[src/hw/ifsb_defines.vh]
// constants for the interrupt flag status bank: register offsets, bit masks,
// reset values and apb widths. included by the bank module only.
`ifndef IFSB_DEFINES_VH
`define IFSB_DEFINES_VH

// ----------------------------------------------------------------------------
// apb shape
// ----------------------------------------------------------------------------
`define IFSB_ADDR_W       8
`define IFSB_DATA_W       32
`define IFSB_WORD_W       16

// ----------------------------------------------------------------------------
// byte offsets: flag words, then companion enable words
// ----------------------------------------------------------------------------
`define IFSB_OFS_FLAGS_B  8'h00
`define IFSB_OFS_FLAGS_C  8'h04
`define IFSB_OFS_FLAGS_D  8'h08
`define IFSB_OFS_FLAGS_E  8'h0c
`define IFSB_OFS_ENA_B    8'h10
`define IFSB_OFS_ENA_C    8'h14
`define IFSB_OFS_ENA_D    8'h18
`define IFSB_OFS_ENA_E    8'h1c

// ----------------------------------------------------------------------------
// implemented bits of each word (enable words share the layout)
// ----------------------------------------------------------------------------
`define IFSB_MASK_B       16'hfe1f
`define IFSB_MASK_C       16'h22e3
`define IFSB_MASK_D       16'h4006
`define IFSB_MASK_E       16'h010e

// ----------------------------------------------------------------------------
// reset values
// ----------------------------------------------------------------------------
`define IFSB_RST_WORD     16'h0000

// ----------------------------------------------------------------------------
// bit positions, second word
// ----------------------------------------------------------------------------
`define IFSB_B_UART_TX    15
`define IFSB_B_UART_RX    14
`define IFSB_B_EXT_C      13
`define IFSB_B_TIMER_E    12
`define IFSB_B_TIMER_D    11
`define IFSB_B_CMP_D      10
`define IFSB_B_CMP_C      9
`define IFSB_B_EXT_B      4
`define IFSB_B_CHANGE     3
`define IFSB_B_COMPARATOR 2
`define IFSB_B_I2CA_MST   1
`define IFSB_B_I2CA_SLV   0

// ----------------------------------------------------------------------------
// bit positions, third word
// ----------------------------------------------------------------------------
`define IFSB_C_PARALLEL   13
`define IFSB_C_CMP_E      9
`define IFSB_C_CAP_E      7
`define IFSB_C_CAP_D      6
`define IFSB_C_CAP_C      5
`define IFSB_C_SPI_EVT    1
`define IFSB_C_SPI_FLT    0

// ----------------------------------------------------------------------------
// bit positions, fourth and fifth words
// ----------------------------------------------------------------------------
`define IFSB_D_CALENDAR   14
`define IFSB_D_I2CB_MST   2
`define IFSB_D_I2CB_SLV   1
`define IFSB_E_LOW_VOLT   8
`define IFSB_E_CRC        3
`define IFSB_E_UARTB_ERR  2
`define IFSB_E_UARTA_ERR  1

`endif

[src/hw/ifsb_flag_bank.v]
// interrupt flag status bank: four sticky flag words with companion enables,
// reached over apb. assumes request inputs come from logic on pclk.
`timescale 1ns/1ps
`include "ifsb_defines.vh"

// Functional notes
// - a flag reads 1 once its source requested, 0 while none is recorded.
// - every implemented flag bit is read/write and resets to 0.
// - unimplemented bit positions of every flag word always read 0.
// - second word bit 15 uart b transmit, bit 14 uart b receive.
// - second word bit 13 external pin c.
// - second word bit 12 timer e, bit 11 timer d.
// - second word bit 10 compare d, bit 9 compare c.
// - second word bit 4 pin b, bit 3 change notice, bit 2 comparator.
// - second word bit 1 i2c a master, bit 0 i2c a slave.
// - third word bit 13 parallel port; bits 15-14, 12-10, 8, 4-2 read 0.
// - third word bit 9 compare e.
// - third word bits 7, 6, 5 capture e, d, c.
// - third word bit 1 spi b event, bit 0 spi b fault.
// - fourth word bit 14 calendar clock; bits 15 and 0 read 0.
// - fourth word bit 2 i2c b master, bit 1 i2c b slave.
// - fifth word bit 8 low-voltage detect.
// - fifth word bit 3 crc engine; bits 7-4 read 0.
// - fifth word bit 2 uart b error, bit 1 uart a error; bit 0 reads 0.
// - a flag goes to priority logic only while its enable bit is 1.
module ifsb_flag_bank (
  // clock and reset
  input  wire                      pclk,
  input  wire                      presetn,

  // apb slave
  input  wire                      psel,
  input  wire                      penable,
  input  wire                      pwrite,
  input  wire [`IFSB_ADDR_W-1:0]   paddr,
  input  wire [`IFSB_DATA_W-1:0]   pwdata,
  input  wire [3:0]                pstrb,
  output reg  [`IFSB_DATA_W-1:0]   prdata,
  output reg                       pready,
  output reg                       pslverr,

  // source requests, second word
  input  wire                      uart_b_tx_req,
  input  wire                      uart_b_rx_req,
  input  wire                      ext_pin_c_req,
  input  wire                      timer_e_req,
  input  wire                      timer_d_req,
  input  wire                      compare_d_req,
  input  wire                      compare_c_req,
  input  wire                      ext_pin_b_req,
  input  wire                      change_notice_req,
  input  wire                      comparator_req,
  input  wire                      i2c_a_master_req,
  input  wire                      i2c_a_slave_req,

  // source requests, third word
  input  wire                      parallel_port_req,
  input  wire                      compare_e_req,
  input  wire                      capture_e_req,
  input  wire                      capture_d_req,
  input  wire                      capture_c_req,
  input  wire                      spi_b_event_req,
  input  wire                      spi_b_fault_req,

  // source requests, fourth and fifth words
  input  wire                      calendar_clock_req,
  input  wire                      i2c_b_master_req,
  input  wire                      i2c_b_slave_req,
  input  wire                      low_voltage_req,
  input  wire                      crc_engine_req,
  input  wire                      uart_b_error_req,
  input  wire                      uart_a_error_req,

  // latched flags, second word
  output wire                      uart_b_tx_flag,
  output wire                      uart_b_rx_flag,
  output wire                      ext_pin_c_flag,
  output wire                      timer_e_flag,
  output wire                      timer_d_flag,
  output wire                      compare_d_flag,
  output wire                      compare_c_flag,
  output wire                      ext_pin_b_flag,
  output wire                      change_notice_flag,
  output wire                      comparator_flag,
  output wire                      i2c_a_master_flag,
  output wire                      i2c_a_slave_flag,

  // latched flags, third word
  output wire                      parallel_port_flag,
  output wire                      compare_e_flag,
  output wire                      capture_e_flag,
  output wire                      capture_d_flag,
  output wire                      capture_c_flag,
  output wire                      spi_b_event_flag,
  output wire                      spi_b_fault_flag,

  // latched flags, fourth word
  output wire                      calendar_clock_flag,
  output wire                      i2c_b_master_flag,
  output wire                      i2c_b_slave_flag,

  // latched flags, fifth word
  output wire                      low_voltage_flag,
  output wire                      crc_engine_flag,
  output wire                      uart_b_error_flag,
  output wire                      uart_a_error_flag,

  // enabled requests toward priority logic, one word each
  output wire [`IFSB_WORD_W-1:0]   irq_pending_b,
  output wire [`IFSB_WORD_W-1:0]   irq_pending_c,
  output wire [`IFSB_WORD_W-1:0]   irq_pending_d,
  output wire [`IFSB_WORD_W-1:0]   irq_pending_e
);

  // --------------------------------------------------------------------------
  // address decode
  // --------------------------------------------------------------------------
  // register map, one 16-bit word per aligned 32-bit slot:
  //   0x00 .. 0x0c  flag words b, c, d, e
  //   0x10 .. 0x1c  enable words b, c, d, e
  //   anything else is refused with pslverr and never written
  // result: [3] hit, [2] enable bank, [1:0] word index
  function [3:0] ifsb_decode;
    input [`IFSB_ADDR_W-1:0] addr;
    begin
      case (addr)
        `IFSB_OFS_FLAGS_B: ifsb_decode = 4'h8;
        `IFSB_OFS_FLAGS_C: ifsb_decode = 4'h9;
        `IFSB_OFS_FLAGS_D: ifsb_decode = 4'ha;
        `IFSB_OFS_FLAGS_E: ifsb_decode = 4'hb;
        `IFSB_OFS_ENA_B:   ifsb_decode = 4'hc;
        `IFSB_OFS_ENA_C:   ifsb_decode = 4'hd;
        `IFSB_OFS_ENA_D:   ifsb_decode = 4'he;
        `IFSB_OFS_ENA_E:   ifsb_decode = 4'hf;
        default:           ifsb_decode = 4'h0;
      endcase
    end
  endfunction

  // implemented bits of a word; the other positions never store a value
  function [`IFSB_WORD_W-1:0] ifsb_mask;
    input [1:0] idx;
    begin
      case (idx)
        2'h0:    ifsb_mask = `IFSB_MASK_B;
        2'h1:    ifsb_mask = `IFSB_MASK_C;
        2'h2:    ifsb_mask = `IFSB_MASK_D;
        default: ifsb_mask = `IFSB_MASK_E;
      endcase
    end
  endfunction

  // --------------------------------------------------------------------------
  // request words
  // --------------------------------------------------------------------------
  // requests come from logic on pclk and are not synchronised here; a source
  // in another clock domain must be brought onto pclk before it reaches us
  // a request is taken on every edge at which it is high, so a level held
  // for many cycles and a one-cycle pulse leave the same flag behind
  wire [`IFSB_WORD_W-1:0] req_word [0:3];
  wire [3:0]              dec_now;
  wire                    acc_write;
  wire [`IFSB_WORD_W-1:0] lane_mask;

  // second word
  assign req_word[0] = {uart_b_tx_req,
                        uart_b_rx_req,
                        ext_pin_c_req,
                        timer_e_req,
                        timer_d_req,
                        compare_d_req,
                        compare_c_req,
                        4'h0,
                        ext_pin_b_req,
                        change_notice_req,
                        comparator_req,
                        i2c_a_master_req,
                        i2c_a_slave_req};

  // third word
  assign req_word[1] = {2'h0,
                        parallel_port_req,
                        3'h0,
                        compare_e_req,
                        1'b0,
                        capture_e_req,
                        capture_d_req,
                        capture_c_req,
                        3'h0,
                        spi_b_event_req,
                        spi_b_fault_req};

  // fourth word
  assign req_word[2] = {1'b0,
                        calendar_clock_req,
                        11'h000,
                        i2c_b_master_req,
                        i2c_b_slave_req,
                        1'b0};

  // fifth word
  assign req_word[3] = {7'h00,
                        low_voltage_req,
                        4'h0,
                        crc_engine_req,
                        uart_b_error_req,
                        uart_a_error_req,
                        1'b0};

  assign dec_now   = ifsb_decode(paddr);
  // pready is only high in the access cycle, so this fires once per transfer
  assign acc_write = psel & penable & pready & pwrite & dec_now[3];
  // byte strobes gate both halves of a write; with pstrb[1] low bits 15:8
  // stay as they are, so software may clear one byte of flags on its own
  assign lane_mask = {{8{pstrb[1]}}, {8{pstrb[0]}}};

  // --------------------------------------------------------------------------
  // flag and enable words
  // --------------------------------------------------------------------------
  reg  [`IFSB_WORD_W-1:0] flag_word [0:3];
  reg  [`IFSB_WORD_W-1:0] ena_word  [0:3];
  reg  [`IFSB_WORD_W-1:0] pend_word [0:3];

  genvar g;
  generate
    for (g = 0; g < 4; g = g + 1) begin : g_word
      localparam [1:0] word_idx = g;
      wire                    wr_flag;
      wire                    wr_ena;
      wire [`IFSB_WORD_W-1:0] wr_val;
      wire [`IFSB_WORD_W-1:0] next_flag;
      wire [`IFSB_WORD_W-1:0] next_ena;

      assign wr_flag = acc_write & ~dec_now[2] & (dec_now[1:0] == word_idx);
      assign wr_ena  = acc_write &  dec_now[2] & (dec_now[1:0] == word_idx);
      assign wr_val  = pwdata[`IFSB_WORD_W-1:0] & lane_mask;

      // written 1 sets, written 0 clears; a request this cycle still wins.
      // clear and set sit in one expression on purpose: a request landing
      // in the clearing write's access cycle is never lost, which software
      // relies on when it clears a flag on its way out of a handler
      assign next_flag = ((wr_flag ? ((flag_word[g] & ~lane_mask) | wr_val)
                                   : flag_word[g])
                          | req_word[g]) & ifsb_mask(word_idx);
      assign next_ena  = (wr_ena ? ((ena_word[g] & ~lane_mask) | wr_val)
                                 : ena_word[g]) & ifsb_mask(word_idx);

      // flag word: sticky, cleared only by reset or a software write of 0
      always @(posedge pclk or negedge presetn) begin
        if (!presetn) begin
          flag_word[g] <= `IFSB_RST_WORD;
        end else begin
          flag_word[g] <= next_flag;
        end
      end

      // enable word: plain read/write, same implemented bits as the flags
      always @(posedge pclk or negedge presetn) begin
        if (!presetn) begin
          ena_word[g] <= `IFSB_RST_WORD;
        end else begin
          ena_word[g] <= next_ena;
        end
      end

      // pending word: built from the next values so it lines up with the
      // flag outputs instead of trailing them by a cycle
      always @(posedge pclk or negedge presetn) begin
        if (!presetn) begin
          pend_word[g] <= `IFSB_RST_WORD;
        end else begin
          pend_word[g] <= next_flag & next_ena;
        end
      end
    end
  endgenerate

  // --------------------------------------------------------------------------
  // apb response
  // --------------------------------------------------------------------------
  // every transfer gets exactly one access cycle: no wait states, so a master
  // never stalls here; an unmapped address answers with pslverr and no write
  always @(posedge pclk or negedge presetn) begin
    if (!presetn) begin
      pready  <= 1'b0;
      pslverr <= 1'b0;
    end else if (psel & ~penable) begin
      pready  <= 1'b1;
      pslverr <= ~dec_now[3];
    end else begin
      pready  <= 1'b0;
      pslverr <= 1'b0;
    end
  end

  // read data is captured in the setup cycle, so a request landing in the
  // access cycle shows on the next read, never half-way through this one
  always @(posedge pclk or negedge presetn) begin
    if (!presetn) begin
      prdata <= {`IFSB_DATA_W{1'b0}};
    end else if (psel & ~penable) begin
      if (!dec_now[3] || pwrite) begin
        prdata <= {`IFSB_DATA_W{1'b0}};
      end else if (dec_now[2]) begin
        prdata <= {16'h0000, ena_word[dec_now[1:0]]};
      end else begin
        prdata <= {16'h0000, flag_word[dec_now[1:0]]};
      end
    end
  end

  // --------------------------------------------------------------------------
  // flag outputs
  // --------------------------------------------------------------------------
  // every flag and pending output is a register bit, never a gate behind one
  // second word
  assign uart_b_tx_flag      = flag_word[0][`IFSB_B_UART_TX];
  assign uart_b_rx_flag      = flag_word[0][`IFSB_B_UART_RX];

  assign ext_pin_c_flag      = flag_word[0][`IFSB_B_EXT_C];

  assign timer_e_flag        = flag_word[0][`IFSB_B_TIMER_E];
  assign timer_d_flag        = flag_word[0][`IFSB_B_TIMER_D];

  assign compare_d_flag      = flag_word[0][`IFSB_B_CMP_D];
  assign compare_c_flag      = flag_word[0][`IFSB_B_CMP_C];

  assign ext_pin_b_flag      = flag_word[0][`IFSB_B_EXT_B];
  assign change_notice_flag  = flag_word[0][`IFSB_B_CHANGE];
  assign comparator_flag     = flag_word[0][`IFSB_B_COMPARATOR];

  assign i2c_a_master_flag   = flag_word[0][`IFSB_B_I2CA_MST];
  assign i2c_a_slave_flag    = flag_word[0][`IFSB_B_I2CA_SLV];

  // third word
  assign parallel_port_flag  = flag_word[1][`IFSB_C_PARALLEL];

  assign compare_e_flag      = flag_word[1][`IFSB_C_CMP_E];

  assign capture_e_flag      = flag_word[1][`IFSB_C_CAP_E];
  assign capture_d_flag      = flag_word[1][`IFSB_C_CAP_D];
  assign capture_c_flag      = flag_word[1][`IFSB_C_CAP_C];

  assign spi_b_event_flag    = flag_word[1][`IFSB_C_SPI_EVT];
  assign spi_b_fault_flag    = flag_word[1][`IFSB_C_SPI_FLT];

  // fourth word
  assign calendar_clock_flag = flag_word[2][`IFSB_D_CALENDAR];

  assign i2c_b_master_flag   = flag_word[2][`IFSB_D_I2CB_MST];
  assign i2c_b_slave_flag    = flag_word[2][`IFSB_D_I2CB_SLV];

  // fifth word
  assign low_voltage_flag    = flag_word[3][`IFSB_E_LOW_VOLT];

  assign crc_engine_flag     = flag_word[3][`IFSB_E_CRC];

  assign uart_b_error_flag   = flag_word[3][`IFSB_E_UARTB_ERR];
  assign uart_a_error_flag   = flag_word[3][`IFSB_E_UARTA_ERR];

  // pending words toward the priority logic; the enable gates what is
  // forwarded but never the flag itself, so a disabled source still shows
  // its flag to software polling the flag words
  assign irq_pending_b = pend_word[0];
  assign irq_pending_c = pend_word[1];
  assign irq_pending_d = pend_word[2];
  assign irq_pending_e = pend_word[3];

endmodule // ifsb_flag_bank

[config.mk]
export PLATFORM = sky130hd
export DESIGN_NAME = ifsb_flag_bank
export DESIGN_NICKNAME = d
export VERILOG_FILES = /design/src/hw/ifsb_flag_bank.v
export VERILOG_INCLUDE_DIRS = /design/src /design/src/hw
export SDC_FILE = /design/constraint.sdc
export NUM_CORES = 1
export LEC_CHECK = 0
export ABC_AREA = 1
export BUFFER_PORTS_ARGS = -buffer_cell sky130_fd_sc_hd__buf_2
export CAP_MARGIN = 10
export CORE_UTILIZATION = 55
export CTS_BUF_LIST = sky130_fd_sc_hd__clkbuf_4 sky130_fd_sc_hd__clkbuf_8
export DETAILED_ROUTE_END_ITERATION = 12
export GPL_ROUTABILITY_DRIVEN = 0
export GPL_TIMING_DRIVEN = 0
export PLACE_DENSITY = 0.89
export SLEW_MARGIN = 15
export SYNTH_ARGS = -nofsm -noshare
export SYNTH_HDL_FRONTEND = slang
export SYNTH_SLANG_ARGS = --single-unit
export TNS_END_PERCENT = 10
[constraint.sdc]
create_clock -name pclk -period 2.69 [get_ports pclk]
set_input_delay 0.4035 -clock pclk [delete_from_list [all_inputs] [get_ports pclk]]
set_output_delay 0.4035 -clock pclk [all_outputs]
set_load 0.01 [all_outputs]
Yosys cells after proc, flatten, opt, wreduce, memory -nomap -nowiden:

Memory sizes are Yosys's and may differ from the RTL's.
Cells that the tools add are included.

* bits in registers: 140
* latch bits: 0
* bits in writable memories: 0
* memory bits (read-only): 128
* output and inout port bits: 124
* logic and storage cells: 88
* memories: 1

Memories
* (name not given): words 32, bits a word 4, rd ports 1, clocked after Yosys merged registers in 0, write ports 0, line ifsb_flag_bank.v:126 `case (addr)`

* add/subtract/negate cells: 0
* multiply operators: 0
* div/mod/pow operators: 0
* order comparisons: 1
* equal/unequal tests: 3
* shift-type cells: 0
* mux-type cells: 19
* bitwise logic cells: 45
* reduce and logical (&&, ||, !) cells: 4

Operators by type and width (number)
* $mux W16: 7
* $and A16 B16 Y16: 4
* $bmux W16 S2: 2
* $or A16 B16 Y16: 3
* $and A15 B15 Y15: 3
* $or A15 B15 Y15: 3
* $and A14 B14 Y14: 3
* $or A14 B14 Y14: 3
* $mux W32: 1
* $mux W15: 2
* $mux W14: 2
* $and A9 B9 Y9: 3
* $or A9 B9 Y9: 3
* $mux W9: 2
* $not A16 Y16: 1
* $and A1 B1 Y1: 15
* $eq A2 B2 Y1 const B: 2
* $mux W4: 1
* $ge A3 B3 Y1 const B: 1
* $logic_not A3 Y1: 1
* $not A1 Y1: 3
* $not A2 Y3: 1
* $eq A2 B1 Y1 const B: 1
* $logic_not A2 Y1: 1
* 3 further kinds: 4

Longest topological paths before layout:

Gate-level depths: netlist of run 1.

* depth in word-level cells: 9
* depth in mapped cells: 12
* depth with buffers taken out: 11

Least setup slack after synthesis of run 1:

Ideal clock, no wire load.

* kind: input to register
* from: input paddr[5]
* to: register prdata[6]
* setup time: 0.124 ns
* data arrival time: 1.439 ns
* required time: 2.566 ns
* slack: 1.127 ns
* stages on the path: 9
* buffers on the path: 1
* path through: inv_1 -> nand2_1 -> nor2_1 -> nand2_1 -> nor2_2 -> buf_2 -> nand2_1 -> o211ai_1 -> nand2_1

* word-level cells in the longest chain between the ends: 8
* elaborated cells between the ends (all ways): 13

Ends and longest elaborated chain
* start: declaration: line ifsb_flag_bank.v:35 `` input wire [`IFSB_ADDR_W-1:0] paddr, ``
* $logic_not A3 Y1 (*): line ifsb_flag_bank.v:126
* $mux W4 (*): line ifsb_flag_bank.v:126
* $not A2 Y3 (implied by the code): line ifsb_flag_bank.v:305, ifsb_flag_bank.v:307
* $bmux W16 S2, on equally long branches: line ifsb_flag_bank.v:307, ifsb_flag_bank.v:305
* $mux W16, on equally long branches (2 in a row): line ifsb_flag_bank.v:307, ifsb_flag_bank.v:305
* $mux W16: line ifsb_flag_bank.v:304 `end else if (dec_now[2]) begin`
* $mux W32 (*): line ifsb_flag_bank.v:302 `if (!dec_now[3] || pwrite) begin`
* end signal: assignment: line ifsb_flag_bank.v:303 `` prdata <= {`IFSB_DATA_W{1'b0}}; ``
* end signal: assignment: line ifsb_flag_bank.v:305 `prdata <= {16'h0000, ena_word[dec_now[1:0]]};`
* end signal: assignment: line ifsb_flag_bank.v:307 `prdata <= {16'h0000, flag_word[dec_now[1:0]]};`
* end: declaration: line ifsb_flag_bank.v:38 `` output reg [`IFSB_DATA_W-1:0] prdata, ``

Every way passes the cells marked *; elsewhere a longest branch is shown, timed or not. The select of a mux whose other input is x is not followed.
A chain may end at the register's enable or synchronous reset.

Worst setup path in the final report of run 1:

* from: register pready
* to: register pend_word (netlist bit irq_pending_b[2])

* word-level cells in the longest chain between the ends: 8
* elaborated cells between the ends (all ways): 11

Ends and longest elaborated chain
* start: declaration: line ifsb_flag_bank.v:39 `output reg pready,`
* start signal: assignment: line ifsb_flag_bank.v:285 `pready <= 1'b0;`
* start signal: assignment: line ifsb_flag_bank.v:288 `pready <= 1'b1;`
* start signal: assignment: line ifsb_flag_bank.v:291 `pready <= 1'b0;`
* $and A1 B1 Y1 (3 in a row): line ifsb_flag_bank.v:212 `assign acc_write = psel & penable & pready & pwrite & dec_now[3];`
* $and A1 B1 Y1 (2 in a row): line ifsb_flag_bank.v:234 `assign wr_flag = acc_write & ~dec_now[2] & (dec_now[1:0] == word_idx);`
* $mux W16: line ifsb_flag_bank.v:242 `assign next_flag = ((wr_flag ? ((flag_word[g] & ~lane_mask) | wr_val)`
* $or A16 B16 Y16: line ifsb_flag_bank.v:244 `| req_word[g]) & ifsb_mask(word_idx);`
* via g_word[0].next_flag[2]: line ifsb_flag_bank.v:231 `` wire [`IFSB_WORD_W-1:0] next_flag; ``
* $and A16 B16 Y16: line ifsb_flag_bank.v:272 `pend_word[g] <= next_flag & next_ena;`
* end signal: indexed assignment: line ifsb_flag_bank.v:270 `` pend_word[g] <= `IFSB_RST_WORD; ``
* end signal: indexed assignment: line ifsb_flag_bank.v:272
* end: declaration: line ifsb_flag_bank.v:222 `` reg [`IFSB_WORD_W-1:0] pend_word [0:3]; ``

The timed path passes the listed nets, and every way through them passes these cells.

==> flow_summary_export.csv, run 1 <==
group,metric,value,unit
outcome,outcome,"completed",
synth,synth_top_cell_by_area,"dfrtp_1",
sta,tightest_slew,0.6399,ns
critical_path,worst-setup-path-type,"flip-flop to flip-flop",
critical_path,crit_chain,"nand3_1 > nor2_1 > nand3_4 > nor2_4 > buf_2 > nand2_1 > nand3_1 > nand2_1 > inv_1",
final_layout,syn_to_final_growth,22.68,%
global_route,antenna_found_initial,0,
synth,netlist_area,0.005141,sq mm
cts,clk_path_buf_depth,2,
global_route,grt_pass1_wl,21020,um
sta,slew-limit-headroom,57.34,%
pwr,power.density,414.2,mW/mm^2
pwr,p_leak,3.825,nW
sta,post-route-period-util,65.94,%
critical_path,cp.arrival,2.09,ns
global_route,grt_max_degree,51,
cts,cts_made_buffers,9,
run,maxCapViolCount,0,
route,ant_nets,0,
critical_path,worst-path-stages,9,
critical_path,cpMaxStageDelayCell,"dfrtp_1",
route,drc,0,
global_route,gr-usage-all-layers,28.15,%
route,post_drt_wl_per_cell,13.84,um
cts,cts_tree,"done",
final_layout,antennaDiodeCount,0,
critical_path,reg2reg_depth,9,
critical_path,r2r_end,"irq_pending_b[2]$_DFF_PN0_",
cts,clk_latency,0.37,ns
route,first_iter_violations,396,
min_path,hp-class,"input port to async pin",
critical_path,critPathCaptureType,"flip-flop",
sta,fmax,563.8,MHz
critical_path,cp_data_required_time,3.00,ns
cts,cts.sinks,96,
final_layout,layout-drive-gt1-share,29.16,%
critical_path,cp_max_fo,10,
synth,syn_inst,653,
route,drt_wl_total,13220,um
synth,synth_cell_types,27,
floorplanning,rows,34,
cts,cts_hold_buffers,0,
cts,htree_levels,3,
critical_path,crit_path_start,"pready$_DFF_PN0_",
synth,synth_warnings,0,
final_layout,final_common_cell,"nand2_1",
final_layout,final_nets,918,
pwr,peakVddDrop,0.0002564,V
sta,skew,0.01245,ns
route,via_per_inst,4.957,
critical_path,critPathMaxStageDelay,0.35,ns
final_layout,layout_common_cells,"nand2_1, buf_2, dfrtp_1, inv_1, buf_4",
cts,clkTransAtPathRegs,0.09,ns
sta,setup_viol,0,
sta,maxSlewViolCount,0,
sta,grt_setup_unrepaired,"no",
place,io_buffers,125,
sta,fin_crit,1.774,ns
synth,synth_area_leaders,"dfrtp_1, nand2_1, buf_4",
critical_path,cpLargestDelayFamily,"simple AND/OR/NAND/NOR gates",
place,dp_hpwl,9745,um
floorplanning,die_y,98.68,um
synth,synth_top_area_share,46.73,%
sta,setup_tns,0,ns
sta,finalHoldViolCount,0,
floorplanning,ios,199,
critical_path,cp_num_buf_inv,2,
synth,ys_seq_area_share,46.73,%
synth,synth_seq_cells,96,
global_route,gr-total-overflow,0,
cts,cts_root_buf,"clkbuf_8",
floorplanning,fp.dieW,98.68,um
floorplanning,start_util,57.82,%
cts,cts_resized,0,
critical_path,endpoint,"irq_pending_b[2]$_DFF_PN0_",
critical_path,rr_startpoint,"pready$_DFF_PN0_",
cts,cts_setup_buffers,0,
critical_path,start_kind,"flip-flop",
global_route,grt_pass1_vias,4262,
floorplanning,core_area,0.008891,sq mm
pwr,power,0.002612,W
critical_path,r2r_setup_slack,0.92,ns
route,drt_first_pass_iters,5,
synth,synth.avg_cell_area,7.873,sq um
route,vias,4734,
floorplanning,die_area,0.009738,sq mm
[metal layers]
metal / part of all wire [%] / track usage, % / routed length [um] / up-vias
li1: - / - / - / 2280
met1: 41 / 37.91 / 5459 / 2159
met2: 48 / 46.53 / 6351 / 262
met3: 8.4 / 4.043 / 1105 / 33
met4: 2.3 / 10.68 / 298 / 0
met5: 0 / 0 / 0 / -
[cell type report]
cell class	instances	area (sq um)
Buffer	69	498.0
Fill cell	758	2584
Clock inverter	4	31.28
Sequential cell	96	2402
Timing Repair Buffer	126	655.6
Multi-Input combinational cell	447	2087
Inverter	94	352.8
Tap cell	108	135.1
Clock buffer	11	145.1
[cells by family after synthesis]
logic type / synth area share, %
buffers and inverters: 16.55
other: 0.07294
and+or+nand+nor: 27.28
DFF: 46.73
AOI/OAI and AO/OA: 9.369
[power by group]
| group | internal (W) | leakage [nW] | total [W] | switching [W] |
|---|---|---|---|---|
| Combinational | 0.000118 | 2.54 | 0.000292 | 0.000174 |
| Sequential | 0.00145 | 1.20 | 0.00145 | 0.00000217 |
| Clock | 0.000368 | 0.0811 | 0.000872 | 0.000504 |
| Total | 0.00193 | 3.82 | 0.00261 | 0.000680 |
[cell usage after synthesis]
library cell / instances
o21ai_1: 13
nor2_2: 5
inv_1: 89
o21ai_0: 13
o211ai_1: 8
clkbuf_1: 5
nand2_4: 3
o21a_1: 9
nor2_4: 7
nand3b_1: 7
clkinv_1: 1
nand3_1: 40
dfrtp_1: 96
buf_2: 5
o21ai_2: 13
nand2_1: 235
nor2_1: 8
buf_4: 56
o22ai_1: 4
nor2_8: 1
nand3_4: 1
inv_2: 4
nand4_1: 1
buf_6: 3
conb_1: 1
a21oi_1: 17
nand2_2: 8
[state kept, by name, indices dropped and copies added, names as in the netlist, 3 cells and up]
name / flops
ena_word: 26
prdata: 16
irq_pending_b: 12
irq_pending_c: 7
irq_pending_e: 4
irq_pending_d: 3
[through the flow]
stage | worst slack (ns) | std cells | cell area (sq um) | hold WS (ns) | util, %
CTS | 0.9056 | 955 | 6307 | 0.07514 | 70.94
floorplan | 1.127 | 706 | 5340 | 0.1079 | -
global route | 0.6929 | 955 | 6307 | 0.1034 | 70.94
finish | 0.9162 | 955 | 6307 | 0.06261 | 70.94
global placement | 0.2978 | 939 | 6101 | 0.4587 | 68.62
detailed placement | 0.5238 | 940 | 6131 | 0.4649 | 68.96
[how the worst min path moves through the flow]
stage                            from                       endpoint  slack [ns]  depth (start not counted)
3_3_place_gp   prdata[15]$_DFFE_PN0P_         prdata[15]$_DFFE_PN0P_        0.46                          2
2_1_floorplan                 presetn  calendar_clock_flag$_DFF_PN0_        0.11                          0
3_5_place_dp   prdata[12]$_DFFE_PN0P_         prdata[12]$_DFFE_PN0P_        0.46                          2
4_1_cts                       presetn    irq_pending_d[14]$_DFF_PN0_        0.08                          1
5_1_grt                       presetn    irq_pending_d[14]$_DFF_PN0_        0.10                          1
6_report                      presetn         prdata[14]$_DFFE_PN0P_        0.06                          1
Power figures use the tool's default switching activity.
==> run 2, diff against run 1 <==
--- a/config.mk
+++ b/config.mk
@@ -9,12 +9,12 @@
 export ABC_AREA = 1
 export BUFFER_PORTS_ARGS = -buffer_cell sky130_fd_sc_hd__buf_2
 export CAP_MARGIN = 10
-export CORE_UTILIZATION = 55
+export CORE_UTILIZATION = 51
 export CTS_BUF_LIST = sky130_fd_sc_hd__clkbuf_4 sky130_fd_sc_hd__clkbuf_8
 export DETAILED_ROUTE_END_ITERATION = 12
 export GPL_ROUTABILITY_DRIVEN = 0
 export GPL_TIMING_DRIVEN = 0
-export PLACE_DENSITY = 0.89
+export PLACE_DENSITY = 0.83
 export SLEW_MARGIN = 15
 export SYNTH_ARGS = -nofsm -noshare
 export SYNTH_HDL_FRONTEND = slang
==> constraint.sdc (replaced) <==
create_clock -name pclk -period 1.8 [get_ports pclk]
set_input_delay 0.27 -clock pclk [delete_from_list [all_inputs] [get_ports pclk]]
set_output_delay 0.27 -clock pclk [all_outputs]
set_load 0.01 [all_outputs]
==> run 2 against run 1 <==
  * Clock power rose by 66%
  * Largest power group unchanged
  * Worst setup slack got worse by 0.81 ns
  * Critical endpoint is now irq_pending_b[1]$_DFF_PN0_
  * Sequential share of layout area fell by 0.44 points
  * Largest cell class unchanged
  * Die area rose by 7.7%
  * Hold slack improved by 0.055 ns
  * First-iteration DRC count fell by 27%
==> flow_summary_export.csv, run 2 (synthesized netlist as in run 1, its figures left out) <==
group,metric,value,unit
sta,finalHoldViolCount,0,
sta,grt_setup_unrepaired,"no",
critical_path,start_kind,"flip-flop",
sta,fin_crit,1.690,ns
place,io_buffers,125,
pwr,p_leak,3.844,nW
cts,cts_tree,"done",
pwr,power.density,634.5,mW/mm^2
pwr,pwr-share-clk,35.7,%
route,vias,4665,
min_path,hp-start,"uart_a_error_req",
sta,maxSlewViolCount,0,
place,dp.cells,965,
pwr,pwr-share-comb,10.8,%
global_route,gr-total-overflow,0,
critical_path,crit_path_start,"pready$_DFF_PN0_",
global_route,gr-usage-all-layers,26.68,%
floorplanning,fp.dieW,102.4,um
route,drt_first_pass_iters,5,
cts,cts_made_buffers,9,
floorplanning,start_util,52.60,%
route,post_drt_wl_per_cell,13.42,um
cts,cts_root_buf,"clkbuf_8",
pwr,switching_share,25.83,%
sta,post-route-period-util,93.92,%
critical_path,cp_max_fo,10,
global_route,grt_pass1_wl,20930,um
final_layout,top_register,"ena_word",
critical_path,critPathCaptureType,"flip-flop",
global_route,grt_pass1_vias,4242,
pwr,p_seq_share,53.5,%
cts,clk_latency,0.37,ns
final_layout,largest_register_ffs,26,
cts,clkTransAtPathRegs,0.09,ns
sta,fmax,591.5,MHz
final_layout,final_cells,982,
pwr,peakVddDrop,0.0003199,V
pwr,netSwitchingPower,0.001046,W
final_layout,antennaDiodeCount,0,
final_layout,layout-drive-gt1-share,29.33,%
critical_path,crit_chain,"nand3_1 > nor2_2 > nand3_4 > nor2_4 > inv_2 > buf_2 > nand2_1 > nand3_1 > nand2_1 > inv_1",
critical_path,cpMaxStageDelayCell,"dfrtp_1",
floorplanning,rows,36,
cts,clk_path_buf_depth,2,
final_layout,final_nets,919,
outcome,outcome,"completed",
floorplanning,core_area,0.009774,sq mm
sta,slew-limit-headroom,55.76,%
route,via_per_inst,4.751,
critical_path,cpLargestDelayFamily,"simple AND/OR/NAND/NOR gates",
floorplanning,die_area,0.01049,sq mm
floorplanning,ios,199,
critical_path,rr_startpoint,"pready$_DFF_PN0_",
global_route,grtUsageMet2,44.04,%
global_route,grt_max_degree,56,
sta,setup_tns,0,ns
critical_path,cp.arrival,1.96,ns
run,maxCapViolCount,0,
global_route,grtUsageMet3,4.720,%
place,dp_hpwl,9803,um
critical_path,worst-setup-path-type,"flip-flop to flip-flop",
critical_path,cp_data_required_time,2.07,ns
final_layout,layout_common_cells,"nand2_1, buf_2, dfrtp_1, inv_1, buf_4",
sta,skew,0.008655,ns
global_route,grtUsageMet1,35.88,%
critical_path,cp_num_buf_inv,3,
cts,htree_levels,3,
global_route,antenna_found_initial,0,
pwr,p_int,0.003003,W
floorplanning,die_y,102.4,um
sta,tightest_slew,0.6636,ns
min_path,hp-class,"input port to flip-flop",
final_layout,syn_to_final_growth,24.12,%
cts,cts.sinks,96,
global_route,busiest_layer,"met2",
route,first_iter_violations,290,
final_layout,final_common_cell,"nand2_1",
critical_path,critPathMaxStageDelay,0.35,ns
route,drc,0,
route,drt_wl_total,13180,um
sta,setup_viol,0,
route,ant_nets,0,
-- run 2: cell types whose count changed in the layout (fill, tap and decap cells not counted), sizes merged --
cell / change
inv: +1
clkinv: +1
buf: -1
clkinvlp: -1
bufinv: +1
dlygate4sd3: +1
-- run 2: layout make-up --
class                      instances  area, sq um
fill                             862         3393
clock buffer                      10        131.4
clock inverter                     6        67.56
inverter                          94        352.8
timing repair buffer             127        665.6
tap                              133        166.4
sequential                        96         2402
buffer                            69        500.5
multi-input combinational        447         2095
-- run 2: metal layers --
layer	vias to the layer above	share of wire, %
met1	2152	43
met5	-	0
met3	21	7.2
met4	0	1.6
li1	2297	-
met2	195	48
-- run 2: worst reg2reg max path, cell delays in order, from the launching register on --
cell and delay [ns]:
dfrtp_1 0.35, nand3_1 0.09, nor2_2 0.16, nand3_4 0.19, nor2_4 0.19, inv_2 0.06, buf_2 0.21, nand2_1 0.09
nand3_1 0.12, nand2_1 0.11, inv_1 0.04
-- run 2: power groups by stage --
stage                     registers [W]  clock network, W  logic [W]
final                           0.00216           0.00145   0.000439
after global placement          0.00221                 0   0.000420
after global routing            0.00217           0.00154   0.000497
after CTS                       0.00216           0.00145   0.000436
after floorplan                 0.00221                 0   0.000264
after detailed placement        0.00221                 0   0.000433
-- run 2: path summary, 6_finish.rpt --
| path | endpoint | slack (ns) | cells after the start |
|---|---|---|---|
| setup / recovery | irq_pending_b[1]$_DFF_PN0_ | 0.11 | 10 |
| hold / removal | uart_a_error_flag$_DFF_PN0_ | 0.12 | 2 |
| setup reg to reg | irq_pending_b[1]$_DFF_PN0_ | 0.11 | 10 |
| hold reg to reg | prdata[5]$_DFFE_PN0P_ | 0.49 | 2 |
| max in group asynchronous | prdata[0]$_DFFE_PN0P_ | 0.69 | 3 |
| min in group asynchronous | irq_pending_d[14]$_DFF_PN0_ | 0.43 | 2 |
-- run 2: timing repair --
item                                   in CTS  in global routing
setup endpoints to repair                   0                 10
hold buffers                                1                  0
buffers inserted                            0                  0
gates resized for setup                     0                  3
endpoints found under the hold margin      41                  0
-- run 2: per-stage QoR --
| stage | hold slack [ns] | area (sq um) | utilization [%] | setup WS, ns | total power (W) |
|---|---|---|---|---|---|
| after floorplan | -0.02559 | 5340 | - | 0.3139 | 0.002474 |
| after global placement | 0.4576 | 6132 | 62.74 | -0.4788 | 0.002627 |
| after detailed placement | 0.2995 | 6162 | 63.04 | -0.2290 | 0.002640 |
| after CTS | 0.1158 | 6371 | 65.18 | 0.06235 | 0.004053 |
| after global routing | 0.1241 | 6381 | 65.28 | 0.005159 | 0.004207 |
| final | 0.1176 | 6381 | 65.28 | 0.1095 | 0.004049 |
